<file path="src/common/srtr_map.svh">
// Register offsets, field positions and reset values of the routing and buffer CSR block
`ifndef SRTR_MAP_SVH
`define SRTR_MAP_SVH

// ==========================================================================
// Register byte offsets
// ==========================================================================
`define SRTR_OFS_MAINT_INFO 32'h0000_0000
`define SRTR_OFS_BUF_CTRL 32'h0000_0004

// ==========================================================================
// Maintenance request information fields
// ==========================================================================
`define SRTR_MI_TID_MSB 31
`define SRTR_MI_TID_LSB 24
`define SRTR_MI_PRIO_MSB 18
`define SRTR_MI_PRIO_LSB 17
`define SRTR_MI_CRF_BIT 16
`define SRTR_MI_DEST_MSB 15
`define SRTR_MI_DEST_LSB 0
`define SRTR_MI_TID_RST 8'h00
`define SRTR_MI_PRIO_RST 2'h1
`define SRTR_MI_CRF_RST 1'h0
`define SRTR_MI_DEST_RST 16'h0000

// ==========================================================================
// Buffer control fields
// ==========================================================================
`define SRTR_BC_RXFC_ONLY_BIT 31
`define SRTR_BC_UNIFIED_BIT 30
`define SRTR_BC_TXFC_BIT 29
`define SRTR_BC_REORDER_BIT 28
`define SRTR_BC_TXSIZE_MSB 26
`define SRTR_BC_TXSIZE_LSB 16
`define SRTR_BC_FORCE_BIT 15
`define SRTR_BC_RXSIZE_MSB 7
`define SRTR_BC_RXSIZE_LSB 0

// ==========================================================================
// Transaction type codes
// ==========================================================================
`define SRTR_FT_REQ 4'h2
`define SRTR_FT_WRITE 4'h5
`define SRTR_FT_STREAM 4'h6
`define SRTR_TT_NREAD 4'h4
`define SRTR_TT_NWRITE 4'h4
`define SRTR_TT_NWRITE_R 4'h5

`endif

</file>
<file path="src/common/srtr_pkg.sv">
// Types shared by the routing and buffer CSR block
package srtr_pkg;

    // ======================================================================
    // Received transaction classes
    // ======================================================================
    typedef enum logic [2:0] {
        SRTR_KIND_NONE = 3'b000,
        SRTR_KIND_NREAD = 3'b001,
        SRTR_KIND_NWRITE = 3'b010,
        SRTR_KIND_NWRITE_R = 3'b011,
        SRTR_KIND_SWRITE = 3'b100
    } srtr_kind_type;

endpackage : srtr_pkg

</file>
<file path="src/common/srtr_link_if.sv">
// Interfaces between the top of the block and its decoder and maintenance store
`timescale 1ns/1ps

interface srtr_dec_if;
    import srtr_pkg::*;
    logic [3:0] ftype;
    logic [3:0] ttype;
    srtr_kind_type kind;
    logic supported;
    logic has_data;
    logic wants_resp;
    modport dec (input ftype, input ttype, output kind, output supported,
                 output has_data, output wants_resp);
    modport user (output ftype, output ttype, input kind, input supported,
                  input has_data, input wants_resp);
endinterface : srtr_dec_if

interface srtr_mi_if;
    logic wr_en;
    logic [31:0] wdata;
    logic send;
    logic [15:0] dest_id;
    logic [7:0] tid;
    logic [1:0] prio;
    logic crf;
    logic [31:0] rdata;
    modport store (input wr_en, input wdata, input send, output dest_id,
                   output tid, output prio, output crf, output rdata);
    modport user (output wr_en, output wdata, output send, input dest_id,
                  input tid, input prio, input crf, input rdata);
endinterface : srtr_mi_if

</file>
<file path="src/hw/srtr_decoder.sv">
// Combinational classifier of received transaction type codes
`timescale 1ns/1ps
`include "srtr_map.svh"

module srtr_decoder
    import srtr_pkg::*;
#(
    parameter bit SUP_NREAD = 1'b1,
    parameter bit SUP_NWRITE = 1'b1,
    parameter bit SUP_NWRITE_R = 1'b1,
    parameter bit SUP_SWRITE = 1'b1
)
(
    srtr_dec_if.dec d
);

    // Map format and transaction type onto a class and its properties
    always_comb
    begin
        d.kind = SRTR_KIND_NONE;
        d.supported = 1'b0;
        d.has_data = 1'b0;
        d.wants_resp = 1'b0;
        case (d.ftype)
            `SRTR_FT_REQ:
            begin
                if (d.ttype == `SRTR_TT_NREAD)
                begin
                    d.kind = SRTR_KIND_NREAD;
                    d.supported = SUP_NREAD;
                    d.wants_resp = 1'b1;
                end
            end
            `SRTR_FT_WRITE:
            begin
                if (d.ttype == `SRTR_TT_NWRITE)
                begin
                    d.kind = SRTR_KIND_NWRITE;
                    d.supported = SUP_NWRITE;
                    d.has_data = 1'b1;
                end
                else if (d.ttype == `SRTR_TT_NWRITE_R)
                begin
                    d.kind = SRTR_KIND_NWRITE_R;
                    d.supported = SUP_NWRITE_R;
                    d.has_data = 1'b1;
                    d.wants_resp = 1'b1;
                end
            end
            // Reduced header: ttype is not looked at
            `SRTR_FT_STREAM:
            begin
                d.kind = SRTR_KIND_SWRITE;
                d.supported = SUP_SWRITE;
                d.has_data = 1'b1;
            end
            default:
                d.kind = SRTR_KIND_NONE;
        endcase
    end

endmodule : srtr_decoder

</file>
<file path="src/hw/srtr_maint_info.sv">
// Maintenance request information store with self-incrementing transaction ID
`timescale 1ns/1ps
`include "srtr_map.svh"

module srtr_maint_info #(
    parameter bit CRF_SUPPORT = 1'b1
)
(
    input wire logic clock,
    input wire logic rst,
    srtr_mi_if.store mi
);

    logic [15:0] dest_id;
    logic [7:0] tid;
    logic [1:0] prio;
    logic crf;
    logic [15:0] next_dest_id;
    logic [7:0] next_tid;
    logic [1:0] next_prio;
    logic next_crf;

    // Next values; a software write wins over a send in the same cycle
    always_comb
    begin
        next_dest_id = dest_id;
        next_tid = tid;
        next_prio = prio;
        next_crf = crf;
        if (rst)
        begin
            next_dest_id = `SRTR_MI_DEST_RST;
            next_tid = `SRTR_MI_TID_RST;
            next_prio = `SRTR_MI_PRIO_RST;
            next_crf = `SRTR_MI_CRF_RST;
        end
        else if (mi.wr_en)
        begin
            next_dest_id = mi.wdata[`SRTR_MI_DEST_MSB:`SRTR_MI_DEST_LSB];
            next_tid = mi.wdata[`SRTR_MI_TID_MSB:`SRTR_MI_TID_LSB];
            next_prio = mi.wdata[`SRTR_MI_PRIO_MSB:`SRTR_MI_PRIO_LSB];
            // Without CRF support the bit stays at its reset value
            next_crf = CRF_SUPPORT ? mi.wdata[`SRTR_MI_CRF_BIT] : `SRTR_MI_CRF_RST;
        end
        else if (mi.send)
        begin
            next_tid = tid + 8'h01;
        end
    end

    // State registers
    always_ff @(posedge clock)
    begin
        dest_id <= next_dest_id;
        tid <= next_tid;
        prio <= next_prio;
        crf <= next_crf;
    end

    // Fields towards the request builder and the read path
    assign mi.dest_id = dest_id;
    assign mi.tid = tid;
    assign mi.prio = prio;
    assign mi.crf = crf;
    assign mi.rdata = {tid, 5'h00, prio, crf, dest_id};

endmodule : srtr_maint_info

</file>
<file path="src/hw/srtr_top.sv">
// Buffer_control_status, maintenance request information and transaction routing
`timescale 1ns/1ps
`include "srtr_map.svh"


module srtr_top
    import srtr_pkg::*;
#(
    parameter bit RX_FC_ONLY = 1'b0,
    parameter bit UNIFIED_CLOCK = 1'b0,
    parameter bit TX_REORDER = 1'b0,
    parameter bit FORCE_RX_FC_RESET = 1'b0,
    parameter bit CRF_SUPPORT = 1'b1,
    parameter bit COMBINED_IO = 1'b0,
    parameter bit USER_PORT = 1'b1,
    parameter bit SUP_NREAD = 1'b1,
    parameter bit SUP_NWRITE = 1'b1,
    parameter bit SUP_NWRITE_R = 1'b1,
    parameter bit SUP_SWRITE = 1'b1,
    parameter int TX_SIZE = 32,
    parameter int RX_SIZE = 32
)
(
    input wire logic clock,
    input wire logic rst,
    // Register access
    input wire logic reg_req,
    input wire logic reg_wr,
    input wire logic [31:0] reg_addr,
    input wire logic [31:0] reg_wdata,
    output logic reg_ack,
    output logic reg_err,
    output logic [31:0] reg_rdata,
    // Flow control state from the lane layer unit
    input wire logic partner_tx_fc,
    output logic tx_fc_active,
    // Outgoing maintenance request fields
    input wire logic maint_send,
    output logic [15:0] maint_dest_id,
    output logic [7:0] maint_tid,
    output logic [1:0] maint_prio,
    output logic maint_crf,
    // Outgoing request steering
    input wire logic tx_req_valid,
    output logic tx_to_io,
    output logic tx_to_ireq,
    // Received request steering
    input wire logic rx_hdr_valid,
    input wire logic [3:0] rx_ftype,
    input wire logic [3:0] rx_ttype,
    output logic rx_to_io,
    output logic rx_to_treq,
    output logic rx_to_user,
    output srtr_kind_type rx_kind,
    output logic rx_has_data,
    output logic rx_wants_resp,
    output logic unroutable_error
);

    // ======================================================================
    // Build option checks
    // ======================================================================
    // The size fields only encode the three depths the buffers come in
    if (!(TX_SIZE == 8 || TX_SIZE == 16 || TX_SIZE == 32)
        || !(RX_SIZE == 8 || RX_SIZE == 16 || RX_SIZE == 32))
    begin : g_bad_size
        $error("TX_SIZE and RX_SIZE must be 8, 16 or 32");
    end

    localparam logic [10:0] TX_SIZE_FIELD = 11'(TX_SIZE);
    localparam logic [7:0] RX_SIZE_FIELD = 8'(RX_SIZE);

    // ======================================================================
    // Submodules
    // ======================================================================
    srtr_mi_if mi ();
    srtr_dec_if dec ();

    srtr_maint_info #(
        .CRF_SUPPORT(CRF_SUPPORT)
    ) u_maint_info (
        .clock(clock),
        .rst(rst),
        .mi(mi.store)
    );

    srtr_decoder #(
        .SUP_NREAD(SUP_NREAD),
        .SUP_NWRITE(SUP_NWRITE),
        .SUP_NWRITE_R(SUP_NWRITE_R),
        .SUP_SWRITE(SUP_SWRITE)
    ) u_decoder (
        .d(dec.dec)
    );

    // ======================================================================
    // Register decode
    // ======================================================================
    logic hit_mi;
    logic hit_bc;
    logic wr_bc;
    logic [31:0] bc_word;
    logic force_rx_fc;
    logic next_force_rx_fc;
    logic next_tx_fc_active;

    // Only this port writes the maintenance store; maint_send just steps its ID
    assign hit_mi = reg_req && (reg_addr == `SRTR_OFS_MAINT_INFO);
    assign hit_bc = reg_req && (reg_addr == `SRTR_OFS_BUF_CTRL);
    assign wr_bc = hit_bc && reg_wr;
    assign mi.wr_en = hit_mi && reg_wr;
    assign mi.wdata = reg_wdata;
    assign mi.send = maint_send;

    // ======================================================================
    // Buffer control state
    // ======================================================================
    // Force bit and live flow-control mode
    always_comb
    begin
        next_force_rx_fc = force_rx_fc;
        next_tx_fc_active = tx_fc_active;
        if (rst)
        begin
            next_force_rx_fc = FORCE_RX_FC_RESET;
            next_tx_fc_active = 1'b0;
        end
        else
        begin
            // A receiver-only build has nothing to force, so writes are dropped
            if (wr_bc && !RX_FC_ONLY)
                next_force_rx_fc = reg_wdata[`SRTR_BC_FORCE_BIT];
            // Transmitter mode needs the build, the partner and no force
            next_tx_fc_active = !RX_FC_ONLY && !force_rx_fc && partner_tx_fc;
        end
    end

    // Flow control registers
    always_ff @(posedge clock)
    begin
        force_rx_fc <= next_force_rx_fc;
        tx_fc_active <= next_tx_fc_active;
    end

    // Read view of the buffer control word; reserved bits read zero
    always_comb
    begin
        bc_word = 32'h0000_0000;
        bc_word[`SRTR_BC_RXFC_ONLY_BIT] = RX_FC_ONLY;
        bc_word[`SRTR_BC_UNIFIED_BIT] = UNIFIED_CLOCK;
        bc_word[`SRTR_BC_TXFC_BIT] = tx_fc_active;
        bc_word[`SRTR_BC_REORDER_BIT] = TX_REORDER;
        bc_word[`SRTR_BC_TXSIZE_MSB:`SRTR_BC_TXSIZE_LSB] = TX_SIZE_FIELD;
        bc_word[`SRTR_BC_FORCE_BIT] = force_rx_fc;
        bc_word[`SRTR_BC_RXSIZE_MSB:`SRTR_BC_RXSIZE_LSB] = RX_SIZE_FIELD;
    end

    // ======================================================================
    // Register answer
    // ======================================================================
    logic next_reg_ack;
    logic next_reg_err;
    logic [31:0] next_reg_rdata;

    // One answer per request, one cycle later; unmapped reads return zero
    always_comb
    begin
        next_reg_ack = 1'b0;
        next_reg_err = 1'b0;
        next_reg_rdata = 32'h0000_0000;
        if (!rst && reg_req)
        begin
            next_reg_ack = 1'b1;
            if (hit_mi)
                next_reg_rdata = mi.rdata;
            else if (hit_bc)
                next_reg_rdata = bc_word;
            else
                next_reg_err = 1'b1;
        end
    end

    // Register answer flops
    always_ff @(posedge clock)
    begin
        reg_ack <= next_reg_ack;
        reg_err <= next_reg_err;
        reg_rdata <= next_reg_rdata;
    end

    // ======================================================================
    // Maintenance request fields
    // ======================================================================
    // Straight from the store's flops: a send shows the next ID one cycle later,
    // unless a software write in the same cycle loads the ID from the written word
    assign maint_dest_id = mi.dest_id;
    assign maint_tid = mi.tid;
    assign maint_prio = mi.prio;
    assign maint_crf = mi.crf;

    // ======================================================================
    // Outgoing request steering
    // ======================================================================
    logic next_tx_to_io;
    logic next_tx_to_ireq;

    // Port style is fixed at build time, so only one strobe ever moves
    always_comb
    begin
        next_tx_to_io = 1'b0;
        next_tx_to_ireq = 1'b0;
        if (!rst && tx_req_valid)
        begin
            next_tx_to_io = COMBINED_IO;
            next_tx_to_ireq = !COMBINED_IO;
        end
    end

    // Outgoing strobe flops
    always_ff @(posedge clock)
    begin
        tx_to_io <= next_tx_to_io;
        tx_to_ireq <= next_tx_to_ireq;
    end

    // ======================================================================
    // Received request steering
    // ======================================================================
    logic next_rx_to_io;
    logic next_rx_to_treq;
    logic next_rx_to_user;
    logic next_unroutable_error;
    srtr_kind_type next_rx_kind;
    logic next_rx_has_data;
    logic next_rx_wants_resp;

    assign dec.ftype = rx_ftype;
    assign dec.ttype = rx_ttype;

    // Classify each header and pick exactly one destination or the drop path
    always_comb
    begin
        next_rx_to_io = 1'b0;
        next_rx_to_treq = 1'b0;
        next_rx_to_user = 1'b0;
        next_unroutable_error = 1'b0;
        next_rx_kind = rx_kind;
        next_rx_has_data = rx_has_data;
        next_rx_wants_resp = rx_wants_resp;
        if (rst)
        begin
            next_rx_kind = SRTR_KIND_NONE;
            next_rx_has_data = 1'b0;
            next_rx_wants_resp = 1'b0;
        end
        else if (rx_hdr_valid)
        begin
            next_rx_kind = dec.kind;
            next_rx_has_data = dec.has_data;
            next_rx_wants_resp = dec.wants_resp;
            if (dec.supported)
            begin
                next_rx_to_io = COMBINED_IO;
                next_rx_to_treq = !COMBINED_IO;
            end
            else if (USER_PORT)
                next_rx_to_user = 1'b1;
            else
            begin
                // Dropped here; the pulse and the latched rx_kind, rx_has_data and rx_wants_resp are all it leaves
                next_unroutable_error = 1'b1;
            end
        end
    end

    // Received steering flops
    always_ff @(posedge clock)
    begin
        rx_to_io <= next_rx_to_io;
        rx_to_treq <= next_rx_to_treq;
        rx_to_user <= next_rx_to_user;
        unroutable_error <= next_unroutable_error;
        rx_kind <= next_rx_kind;
        rx_has_data <= next_rx_has_data;
        rx_wants_resp <= next_rx_wants_resp;
    end

endmodule : srtr_top

</file>
<file path="config.mk">
export PLATFORM = sky130hd
export DESIGN_NAME = srtr_top
export DESIGN_NICKNAME = d
export VERILOG_FILES = /design/src/common/srtr_pkg.sv /design/src/common/srtr_link_if.sv /design/src/hw/srtr_decoder.sv /design/src/hw/srtr_maint_info.sv /design/src/hw/srtr_top.sv
export VERILOG_INCLUDE_DIRS = /design/src /design/src/common
export SDC_FILE = /design/constraint.sdc
export NUM_CORES = 1
export LEC_CHECK = 0
export ABC_AREA = 1
export BUFFER_PORTS_ARGS = -buffer_cell sky130_fd_sc_hd__clkbuf_2
export CAP_MARGIN = 15
export CELL_PAD_IN_SITES_DETAIL_PLACEMENT = 1
export CELL_PAD_IN_SITES_GLOBAL_PLACEMENT = 1
export CORE_ASPECT_RATIO = 0.8
export CORE_UTILIZATION = 30
export CTS_CLUSTER_DIAMETER = 200
export DETAILED_ROUTE_END_ITERATION = 10
export PLACE_DENSITY = 0.78
export SETUP_SLACK_MARGIN = 0.05
export SLEW_MARGIN = 20
export SYNTH_ARGS = -nofsm -noshare
export SYNTH_HDL_FRONTEND = slang
export SYNTH_HIERARCHICAL = 1
export SYNTH_SLANG_ARGS = --single-unit
</file>
<file path="constraint.sdc">
create_clock -name clock -period 1.6 [get_ports clock]
set_input_delay 0.08 -clock clock [delete_from_list [all_inputs] [get_ports clock]]
set_output_delay 0.08 -clock clock [all_outputs]
set_load 0.005 [all_outputs]
</file>
==> qor.csv <==
metric,value,unit
clock_sinks,71,
multiInputGateArea,0.001135,sq mm
synth_top_area_cell,dfxtp_1,
max_stage_delay,0.46,ns
postCtsSetupRepairBufs,0,
post-route-drc-count,0,
overflow,0,
endpoint_kind,register,
antenna_cells,0,
ctsResizeCount,0,
synth-edff-count,0,
fp-row-count,32,
cp.arrival,1.56,ns
dp.cells,672,
final_cells,707,
viasPerCell,4.238,
area_growth,37.58,%
r2r_slack,0.31,ns
power.density,929.2,mW/mm^2
clk_path_buf_depth,2,
dieWidth,115.7,um
synth.area.top_cells,"dfxtp_1, nor2_1, buf_4",
post_dp_cell_area,0.003775,sq mm
grt_util_all_layers,17.48,%
crit_path_top_delay_cell,dfxtp_1,
clk_pin_slew_worst_paths,0.06,ns
vias,2996,
async_flop_share,0,%
status,"finished, final reports clean",
worstSetupStartpointType,register,
regArea,0.001421,sq mm
n_fill_cell,1274,
die_area,0.01076,sq mm
ios,153,
postRouteAntennaNets,0,
drv_cap,0,
firstDrtPassIters,4,
ys_seq_elements,71,
initial_core_util,31.50,%
min_path_type,in2reg,
cp_cell_sequence,ha_1 > nand2_1 > nor2_2 > nand2_1 > nand2_1 > nand3_2 > a21oi_2,
rsz0062_at_grt,no,
ys_seq_area_share,45.81,%
synthFlopType,dfxtp_1,
die_h,92.97,um
cpMostUsedCell,nand2_1,
irDropWorstVdd,0.5176,mV
grt_antenna_before_repair,0,
hpwl,6.633,mm
worstHoldStart,reg_wdata[26],
hold_viol,0,
critical_path_buf_inv_count,0,
clockRootBuffer,clkbuf_16,
routed_wl,8.822,mm
setup.worst_path.start,u_maint_info/mi.tid[0],
path_class,reg2reg,
reg2reg_from,u_maint_info/mi.tid[0],
synth.distinct_cells,30,
avgSynthCellArea,7.406,sq um
period_share,80.90,%
synth.top_cell.area_share,45.81,%
drtIter0Drc,83,
port_buffers,144,
synth.most_common_cell,nor2_1,
grt_first_pass_wirelength,14.23,mm
synth_cells,419,
critPathMaxFanout,7,
tritoncts,yes,
finalSetupViolCount,0,
p_leak,0.002125,uW
core_area,0.009849,sq mm
nNetsFinal,649,
crit_family,flip-flops,
fin_crit,1.294,ns
grt_pass1_vias,3084,
slew_viol_final,0,
total_power,3967,uW
final_layout_size_suffix_gt1_share,33.63,%
htreeDepth,3,
grt_max_degree,26,
fin_skew,0.007875,ns
synth_common_cells,"nor2_1, dfxtp_1, inv_1, nand2_1, buf_4",
finalSetupTns,0,ns
yosysWarnings,6,
syn_area,0.003103,sq mm
clk_latency,0.33,ns
postLayoutCellArea,0.004269,sq mm
fmax,772.6,MHz
gp_congestion,0.7823,
cp.required,1.86,ns
routedWlPerCell,12.48,um
cts_made_buffers,9,
per-stage QoR:
step / util (%) / hold WS [ns] / setup WS, ns
2_1_floorplan: - / 0.1424 / 0.2313
3_3_place_gp: 38.33 / 0.2864 / 0.08562
3_5_place_dp: 38.33 / 0.2960 / 0.02419
4_1_cts: 43.34 / 0.02874 / 0.3067
5_1_grt: 43.34 / 0.04669 / 0.1725
6_report: 43.34 / 0.03331 / 0.3057
per-layer routing:
layer  part of all wire (%)  GRT usage (%)
met5                      0              0
met4                    2.2          7.265
met3                    6.1          6.283
met2                     47          29.39
met1                     45          19.97
placed cells by master, fill, tap and decap left out:
cell | Yosys | layout
a21oi_1 | 10 | 10
a21oi_2 | 1 | 1
a22oi_1 | 5 | 5
and2_1 | 3 | 3
and3_1 | 2 | 2
buf_4 | 35 | 11
clkbuf_1 | 0 | 1
clkbuf_16 | 0 | 9
clkbuf_2 | 0 | 144
clkbuf_8 | 0 | 4
clkinv_1 | 1 | 1
clkinv_2 | 1 | 1
conb_1 | 2 | 8
dfxtp_1 | 71 | 71
dlygate4sd3_1 | 0 | 21
ha_1 | 1 | 1
inv_1 | 61 | 61
inv_2 | 2 | 2
nand2_1 | 49 | 49
nand2_2 | 2 | 2
nand3_1 | 19 | 19
nand3_2 | 1 | 1
nand3_4 | 1 | 1
nand4_1 | 1 | 1
nor2_1 | 97 | 96
nor2_2 | 11 | 12
nor2_4 | 4 | 4
nor3_1 | 1 | 1
o211ai_1 | 1 | 1
o21ai_0 | 24 | 24
o21ai_1 | 2 | 2
o21bai_1 | 1 | 1
xor2_1 | 1 | 1
path summary, 6_finish.rpt:
check / to / cells past startpoint
min reg2reg: reg_rdata[16] / 2
min: u_maint_info/mi.tid[2] / 3
max reg2reg: u_maint_info/mi.tid[6] / 7
max: u_maint_info/mi.tid[6] / 7
report_power, final:
part,switching (uW),internal (uW)
sequential,12.0,1790
clock,694,1200
combinational,128,145
worst min-delay path, stage by stage:
cell	delay (ns)
clkbuf_2	0.07
o21ai_0	0.07
a21oi_1	0.10
final cells by class:
class | count | area share, %
sequential | 71 | 33.29
multi-input combinational | 245 | 26.58
timing repair buffer | 176 | 23.74
clock buffer | 14 | 6.653
inverter | 65 | 5.744
tap | 136 | 3.986
logic make-up (layout without fill, tap and decap cells):
| family | after synthesis | count (layout) | share of synthesized area [%] |
|---|---|---|---|
| xor+xnor | 1 | 1 | 0.2823 |
| compound gates | 44 | 44 | 7.783 |
| simple gates | 191 | 191 | 27.06 |
| buf+inv | 109 | 255 | 18.43 |
| fa+ha+maj | 1 | 1 | 0.4032 |
| flops | 71 | 71 | 45.81 |
| other cells | 2 | 8 | 0.2420 |
flip-flops by register name (all words and copies together), names as in the netlist:
| register | flops |
|---|---|
| reg_rdata | 32 |
| u_maint_info/mi.dest_id | 16 |
| u_maint_info/mi.tid | 8 |
| rx_kind | 3 |
| u_maint_info/mi.prio | 2 |
| force_rx_fc | 1 |
| reg_ack | 1 |
| reg_err | 1 |
| rx_has_data | 1 |
| rx_to_treq | 1 |
| rx_to_user | 1 |
| rx_wants_resp | 1 |
| tx_fc_active | 1 |
| tx_to_ireq | 1 |
| u_maint_info/mi.crf | 1 |
what timing repair did:
action / CTS / global route
endpoints found under the setup margin: 0 / 0
hold buffers: 21 / 0
endpoints found under the hold margin: 22 / 0
Power figures use the tool's default switching activity.
